`src/verilog/in_bank_pkg.sv`:
```
// package: offsets, field positions and types of the input register bank
package in_bank_pkg;
    localparam int NUM_CH = 6;
    localparam int NUM_CH_SMALL = 4;
    localparam logic [15:0] OFF_STATUS = 16'h0000;
    localparam logic [15:0] OFF_RANGE_CH0 = 16'h0001;
    localparam logic [15:0] OFF_RANGE_CH5 = 16'h0006;
    localparam logic [15:0] OFF_COUNT_CH0 = 16'h0007;
    localparam logic [15:0] OFF_COUNT_CH1 = 16'h8000;
    localparam logic [15:0] OFF_COUNT_CH2 = 16'h0009;
    localparam logic [15:0] OFF_COUNT_CH3 = 16'h000a;
    localparam logic [15:0] OFF_COUNT_CH4 = 16'h000b;
    localparam logic [15:0] OFF_COUNT_CH5 = 16'h000c;
    localparam int WINK_BIT = 14;
    localparam int DEFAULT_BIT = 13;
    localparam int TIMEOUT_LSB = 0;
    localparam int RANGE_W = 2;
    localparam logic [7:0] FUNC_READ_HOLDING = 8'h03;
    localparam logic [7:0] FUNC_READ_INPUT = 8'h04;
    localparam logic [7:0] EXC_ILLEGAL_FUNC = 8'h01;
    localparam logic [7:0] EXC_ILLEGAL_ADDR = 8'h02;
    // 43000 decimal
    localparam logic [15:0] MIRROR_REF_BASE = 16'ha7f8;
    localparam logic [15:0] WORD_RESET = 16'h0000;
    localparam logic [7:0] CODE_RESET = 8'h00;

    typedef enum logic [1:0] {
        CUR_0_20MA = 2'h0,
        CUR_4_20MA = 2'h1,
        CUR_0_1MA = 2'h2,
        CUR_RESERVED = 2'h3
    } current_range_e;
    typedef enum logic [1:0] {
        VOLT_0_10V = 2'h0,
        VOLT_0_5V = 2'h1,
        VOLT_0_1V = 2'h2,
        VOLT_RESERVED = 2'h3
    } voltage_range_e;
    typedef enum logic [1:0] {
        ST_IDLE = 2'h0,
        ST_LOOKUP = 2'h1,
        ST_ANSWER = 2'h3
    } bank_state_e;

    typedef struct packed {
        logic [7:0] func;
        logic [15:0] addr;
    } read_req_s;
    typedef struct packed {
        logic exception;
        logic [7:0] code;
        logic [15:0] data;
    } read_rsp_s;
    typedef struct packed {
        logic hit;
        logic is_status;
        logic is_count;
        logic [2:0] ch;
    } reg_sel_s;

    function automatic reg_sel_s decode_offset(input logic [15:0] off);
        reg_sel_s s;
        s = '0;
        s.hit = 1'b1;
        if (off == OFF_STATUS) begin
            s.is_status = 1'b1;
        end else if (off >= OFF_RANGE_CH0 && off <= OFF_RANGE_CH5) begin
            s.ch = 3'(off - OFF_RANGE_CH0);
        end else begin
            s.is_count = 1'b1;
            case (off)
                OFF_COUNT_CH0: s.ch = 3'h0;
                OFF_COUNT_CH1: s.ch = 3'h1;
                OFF_COUNT_CH2: s.ch = 3'h2;
                OFF_COUNT_CH3: s.ch = 3'h3;
                OFF_COUNT_CH4: s.ch = 3'h4;
                OFF_COUNT_CH5: s.ch = 3'h5;
                default: s.hit = 1'b0;
            endcase
        end
        return s;
    endfunction
endpackage

```
`src/verilog/status_word_build.sv`:
```
// module status word assembled from the live module flags
module status_word_build (
    // module flags
    input wire logic wink_active,
    input wire logic default_mode,
    input wire logic [in_bank_pkg::NUM_CH-1:0] wd_timeout,
    // assembled word
    output logic [15:0] word
);
    // unused bits stay at the zero reset pattern
    always_comb begin
        word = in_bank_pkg::WORD_RESET;
        word[in_bank_pkg::WINK_BIT] = wink_active;
        word[in_bank_pkg::DEFAULT_BIT] = default_mode;
        word[in_bank_pkg::TIMEOUT_LSB +: in_bank_pkg::NUM_CH] = wd_timeout;
    end
endmodule

```
`src/verilog/chan_word_select.sv`:
```
// range or converter count word of one channel
module chan_word_select (
    // selection
    input wire in_bank_pkg::reg_sel_s sel,
    input wire logic six_channel,
    // channel state
    input wire logic [in_bank_pkg::NUM_CH-1:0][in_bank_pkg::RANGE_W-1:0] ch_range,
    input wire logic [in_bank_pkg::NUM_CH-1:0][15:0] ch_count,
    // selected word
    output logic [15:0] word
);
    logic absent;

    // channels 4 and 5 are not fitted on small variants
    assign absent = !six_channel && (sel.ch >= 3'(in_bank_pkg::NUM_CH_SMALL));

    always_comb begin
        word = in_bank_pkg::WORD_RESET;
        if (absent || sel.ch >= 3'(in_bank_pkg::NUM_CH)) begin
            word = in_bank_pkg::WORD_RESET;
        end else if (sel.is_count) begin
            word = ch_count[sel.ch];
        end else begin
            // code passed through unchanged for either output family
            word[in_bank_pkg::RANGE_W-1:0] = ch_range[sel.ch];
        end
    end
endmodule

```
`src/verilog/input_reg_bank.sv`:
```
// read-only input register bank answering register read requests
module input_reg_bank (
    // clock and reset
    input wire logic ref_clk,
    input wire logic rstn,
    // read request
    input wire logic req_valid,
    input wire in_bank_pkg::read_req_s req,
    output logic req_ready,
    // read answer
    output logic rsp_valid,
    output in_bank_pkg::read_rsp_s rsp,
    // module state
    input wire logic wink_active,
    input wire logic default_mode,
    input wire logic [in_bank_pkg::NUM_CH-1:0] wd_timeout,
    input wire logic six_channel,
    input wire logic [in_bank_pkg::NUM_CH-1:0][in_bank_pkg::RANGE_W-1:0] ch_range,
    input wire logic [in_bank_pkg::NUM_CH-1:0][15:0] ch_count
);
    in_bank_pkg::bank_state_e state_r;
    in_bank_pkg::bank_state_e state_nxt;
    in_bank_pkg::read_req_s req_r;
    in_bank_pkg::read_req_s req_nxt;
    in_bank_pkg::read_rsp_s rsp_r;
    in_bank_pkg::read_rsp_s rsp_nxt;
    logic rsp_valid_r;
    logic rsp_valid_nxt;
    logic req_ready_r;
    logic req_ready_nxt;
    logic [15:0] eff_off;
    logic func_ok;
    logic addr_ok;
    logic is_mirror;
    in_bank_pkg::reg_sel_s sel;
    logic [15:0] status_word;
    logic [15:0] chan_word;

    status_word_build u_status (
        .wink_active(wink_active),
        .default_mode(default_mode),
        .wd_timeout(wd_timeout),
        .word(status_word)
    );

    chan_word_select u_chan (
        .sel(sel),
        .six_channel(six_channel),
        .ch_range(ch_range),
        .ch_count(ch_count),
        .word(chan_word)
    );

    // request is held in req_r, so the decode is stable through the answer
    always_comb begin
        func_ok = 1'b0;
        is_mirror = 1'b0;
        eff_off = req_r.addr;
        if (req_r.func == in_bank_pkg::FUNC_READ_INPUT) begin
            func_ok = 1'b1;
        end else if (req_r.func == in_bank_pkg::FUNC_READ_HOLDING) begin
            // reference 43001 lands on input offset 0
            func_ok = 1'b1;
            is_mirror = 1'b1;
            eff_off = 16'(req_r.addr - in_bank_pkg::MIRROR_REF_BASE - 16'h0001);
        end
        sel = in_bank_pkg::decode_offset(eff_off);
        // holding space below the mirror window is not served here
        addr_ok = sel.hit && !(is_mirror && req_r.addr <= in_bank_pkg::MIRROR_REF_BASE);
    end

    always_comb begin
        state_nxt = state_r;
        req_nxt = req_r;
        rsp_nxt = rsp_r;
        rsp_valid_nxt = 1'b0;
        case (state_r)
            in_bank_pkg::ST_IDLE: begin
                if (req_valid && req_ready_r) begin
                    req_nxt = req;
                    state_nxt = in_bank_pkg::ST_LOOKUP;
                end
            end
            in_bank_pkg::ST_LOOKUP: begin
                rsp_valid_nxt = 1'b1;
                state_nxt = in_bank_pkg::ST_ANSWER;
                if (!func_ok) begin
                    rsp_nxt.exception = 1'b1;
                    rsp_nxt.code = in_bank_pkg::EXC_ILLEGAL_FUNC;
                    rsp_nxt.data = in_bank_pkg::WORD_RESET;
                end else if (!addr_ok) begin
                    rsp_nxt.exception = 1'b1;
                    rsp_nxt.code = in_bank_pkg::EXC_ILLEGAL_ADDR;
                    rsp_nxt.data = in_bank_pkg::WORD_RESET;
                end else begin
                    rsp_nxt.exception = 1'b0;
                    rsp_nxt.code = req_r.func;
                    // mirror and direct reads share one word, same format
                    rsp_nxt.data = sel.is_status ? status_word : chan_word;
                end
            end
            in_bank_pkg::ST_ANSWER: begin
                state_nxt = in_bank_pkg::ST_IDLE;
            end
            default: begin
                state_nxt = in_bank_pkg::ST_IDLE;
            end
        endcase
        // ready only while idle: one request in flight keeps the answer simple
        req_ready_nxt = (state_nxt == in_bank_pkg::ST_IDLE);
    end

    always_ff @(posedge ref_clk) begin
        if (!rstn) begin
            state_r <= in_bank_pkg::ST_IDLE;
            req_r <= '0;
            rsp_r <= '0;
            rsp_valid_r <= 1'b0;
            req_ready_r <= 1'b0;
        end else begin
            state_r <= state_nxt;
            req_r <= req_nxt;
            rsp_r <= rsp_nxt;
            rsp_valid_r <= rsp_valid_nxt;
            req_ready_r <= req_ready_nxt;
        end
    end

    assign req_ready = req_ready_r;
    assign rsp_valid = rsp_valid_r;
    assign rsp = rsp_r;

    // checks
    logic ans_ok;
    logic ans_status;
    logic ans_range;
    logic ans_count;
    logic ans_absent;

    assign ans_ok = rsp_valid_r && !rsp_r.exception;
    assign ans_status = ans_ok && sel.is_status;
    assign ans_range = ans_ok && !sel.is_status && !sel.is_count;
    assign ans_count = ans_ok && sel.is_count;
    assign ans_absent = ans_ok && !sel.is_status && (sel.ch >= 3'(in_bank_pkg::NUM_CH_SMALL));
endmodule

```
`config.mk`:
```
export PLATFORM = sky130hd
export DESIGN_NAME = input_reg_bank
export DESIGN_NICKNAME = d
export VERILOG_FILES = /design/src/verilog/in_bank_pkg.sv /design/src/verilog/status_word_build.sv /design/src/verilog/chan_word_select.sv /design/src/verilog/input_reg_bank.sv
export SDC_FILE = /design/constraint.sdc
export NUM_CORES = 1
export LEC_CHECK = 0
export ABC_CLOCK_PERIOD_IN_PS = 10500
export BUFFER_PORTS_ARGS = -buffer_cell sky130_fd_sc_hd__buf_4
export CORE_UTILIZATION = 52
export DETAILED_ROUTE_END_ITERATION = 12
export PLACE_DENSITY_LB_ADDON = 0.08
export RECOVER_POWER = 25
export SLEW_MARGIN = 15
export SYNTH_ARGS = -nofsm -noshare
export SYNTH_HDL_FRONTEND = slang
export SYNTH_SLANG_ARGS = --single-unit
export TNS_END_PERCENT = 5
```
`constraint.sdc`:
```
create_clock -name ref_clk -period 10.5 [get_ports ref_clk]
set_input_delay 2.1 -clock ref_clk [delete_from_list [all_inputs] [get_ports ref_clk]]
set_output_delay 2.1 -clock ref_clk [all_outputs]
set_load 0.01 [all_outputs]
```
==> flow_metrics.py <==
metrics = {
    "routing": {
        "via_per_inst": 5.784,
        "vias": 4199,
        "first_pass_iters": 5,
        "wl_per_cell_um": 16.10,
        "dr.first_iter.drc_count": 261,
        "drc": 0,
        "drtAntennaViolNets": 0,
        "drt-total-wl_mm": 11.69,
    },
    "power": {
        "power_frac_seq_pct": 37.8,
        "p_sw_mw": 0.1891,
        "p_int_mw": 0.3760,
        "ir_drop_uv": 99.82,
        "power.density_mw_per_mm2": 110.1,
        "power_leakage_nw": 2.349,
        "p_comb_share_pct": 36.5,
        "p_clk_share_pct": 25.7,
        "switching_share_pct": 33.46,
    },
    "synthesis": {
        "synth_area_leaders": "dfxtp_1 (28%), mux2i_1 (14%), nand2_1 (9.4%), a21boi_0 (5.2%), o21ai_0 (3.2%)",
        "synth.most_common_cell": "nand2_1",
        "synthCells": 477,
        "ys_warn_count": 0,
        "yosysUniqueCellTypes": 59,
        "synth.top_cells.by_count": "nand2_1 (94), dfxtp_1 (52), mux2i_1 (51), a21boi_0 (26), o21ai_0 (24)",
        "yosys.area.top_type": "dfxtp_1",
        "synth.ff_latch_count": 52,
        "syn_area_per_cell_sq_um": 7.906,
        "synth_edf_count": 0,
        "synth_top_area_share_pct": 27.60,
        "syn_nets": 627,
        "async_flop_share_pct": 0,
        "syn-cell-area_sq_mm": 0.003771,
        "yosysSeqAreaShare_pct": 27.60,
        "synthFlopType": "dfxtp_1",
    },
    "clocking": {
        "cts_made_buffers": 5,
        "worstSkewPairLatency_ns": 0.31,
        "post-cts-setup-buffers": 0,
        "cts_tree": "built",
        "clk_pin_slew_ns": 0.11,
        "ctsResizeCount": 0,
        "ctsHoldBuffers": 0,
        "clock_path_buffers": 2,
        "clock-sinks": 52,
        "clock-root-buffer": "clkbuf_8",
        "h-tree-depth": 2,
    },
    "sta": {
        "fin_tns_setup_ns": 0,
        "slew_headroom_pct": 21.34,
        "fin_ws_ns": 5.484,
        "worstMarginPinSlew_ns": 1.180,
        "period_minus_slack_ns": 5.016,
        "hold_viol": 0,
        "fin_crit_sh_pct": 47.77,
        "drv_slew": 0,
        "setup_viol": 0,
        "worst_clock_skew_ns": 0.008501,
        "max_freq_mhz": 199.4,
        "rsz0062_at_grt": "no",
    },
    "floorplan": {
        "dieArea_sq_mm": 0.007597,
        "die_w_um": 87.16,
        "row_count": 30,
        "start_util_pct": 54.60,
        "core_area_sq_mm": 0.006907,
        "ioPinCount": 171,
        "die_h_um": 87.16,
    },
    "finish": {
        "area_growth_pct": 36.03,
        "layout.nets": 779,
        "diodes": 0,
        "drive_gt1_share_pct": 28.73,
    },
    "min_path": {
        "holdCritPathClass": "flip-flop to flip-flop",
        "hp-start": "rsp[17]",
    },
    "critical_path": {
        "worstReg2RegStart": "req_r[18]",
        "cp.required_ns": 10.76,
        "arrival_ns": 5.28,
        "startpoint": "req_r[18]",
        "startpoint_type": "flip-flop",
        "cp_max_fo": 23,
        "critPathKind": "flip-flop to flip-flop",
        "end_kind": "flip-flop",
    },
    "grt": {
        "overflow": 0,
        "grt_pass1_wl_mm": 18.00,
        "grt_max_degree": 37,
        "grt_antenna_before_repair": 0,
        "grt_pass1_vias": 3923,
        "track_usage_pct": 29.97,
    },
    "place": {
        "io_buffers": 170,
        "finalWeightedCongestion": 0.9703,
        "hpwl_mm": 9.191,
        "place_ws_ns": 5.617,
    },
    "job": {
        "maxCapViolCount": 0,
    },
    "outcome": {
        "status": "completed",
    },
}
[registers in the layout, summed over array words and instances, names as in the netlist]
register	cells
state_r	2
req_ready	1
rsp	25
req_r	24
[cell type report]
| class | instances | area (sq um) |
|---|---|---|
| multi-input cells | 390 | 2589 |
| fillers | 579 | 1777 |
| repair buffers | 172 | 1239 |
| flip-flops and latches | 52 | 1041 |
| well taps | 96 | 120.1 |
| clock buffers | 6 | 72.57 |
| clock inverters | 2 | 38.79 |
| inverters | 8 | 30.03 |
[critical path, cell delays in order (launching register included)]
cell and delay (ns):
dfxtp_1 0.36, or4b_1 0.69, nor2_2 0.41, xnor2_1 0.25, inv_1 0.14, ha_1 0.24
nand2b_1 0.12, nor2_1 0.05, mux2i_1 0.30, nand3b_1 0.12, a21oi_1 0.15, nand4_1 0.65
inv_1 0.77, nand3b_1 0.32, o21ai_0 0.27, a21o_1 0.12
[stage by stage]
step | hold WS, ns | cells | total power, mW | util (%) | instance area (sq um)
CTS | 0.4789 | 726 | 0.5632 | 75.04 | 5182
global route | 0.4930 | 726 | 0.5906 | 74.28 | 5130
detailed placement | 0.4635 | 718 | 0.4223 | 73.42 | 5071
floorplan | 0.4649 | 477 | 0.3482 | - | 3771
global placement | 0.4536 | 718 | 0.4182 | 73.42 | 5071
finish | 0.4850 | 726 | 0.5650 | 74.28 | 5130
[layer usage]
metal	track usage (%)	up-vias	share of wire [%]
met5	0	-	0
met4	9.985	0	2.5
met3	5.972	30	7.4
met2	49.46	190	48
met1	39.17	1933	42
li1	-	2046	-
[power groups by stage]
stage / logic, mW / clock network [mW] / registers [mW]
after detailed placement: 0.204 / 0 / 0.218
after floorplan: 0.133 / 0 / 0.215
final: 0.206 / 0.145 / 0.214
after global routing: 0.224 / 0.152 / 0.215
after CTS: 0.205 / 0.145 / 0.213
after global placement: 0.201 / 0 / 0.217
[path summary, 6_finish.rpt]
| check | endpoint | slack [ns] | cells after the start |
|---|---|---|---|
| hold / removal | rsp[17] | 0.48 | 2 |
| hold reg to reg | rsp[17] | 0.48 | 2 |
| setup reg to reg | rsp[2] | 5.48 | 15 |
| setup / recovery | rsp[2] | 5.48 | 15 |
[kinds of logic (layout without fill, tap and decap cells)]
logic type               count (synthesis)  count (layout)  synth area share (%)
AO/OA/AOI/OAI                          131             131                 24.42
adder cells (fa/ha/maj)                  6               6                 1.991
XOR/XNOR                                11              11                 2.555
buffers and inverters                   35             188                 3.749
flip-flops                              52              52                 27.60
multiplexers                            52              52                 13.84
AND/OR/NAND/NOR                        190             190                 25.85
[cells in the final DEF (no fill, tap or decap), types with 8 or more instances in the layout]
cell type / n
a22oi_1: 8
a21oi_1: 9
a31oi_1: 12
buf_4: 158
dfxtp_1: 52
nor2_1: 11
nand3_1: 9
a211oi_1: 8
a21o_1: 16
nor3_1: 11
clkbuf_1: 15
mux2i_1: 51
nand2_1: 94
o21ai_0: 24
a21boi_0: 26
No activity file was read; power rests on OpenSTA's default activity.
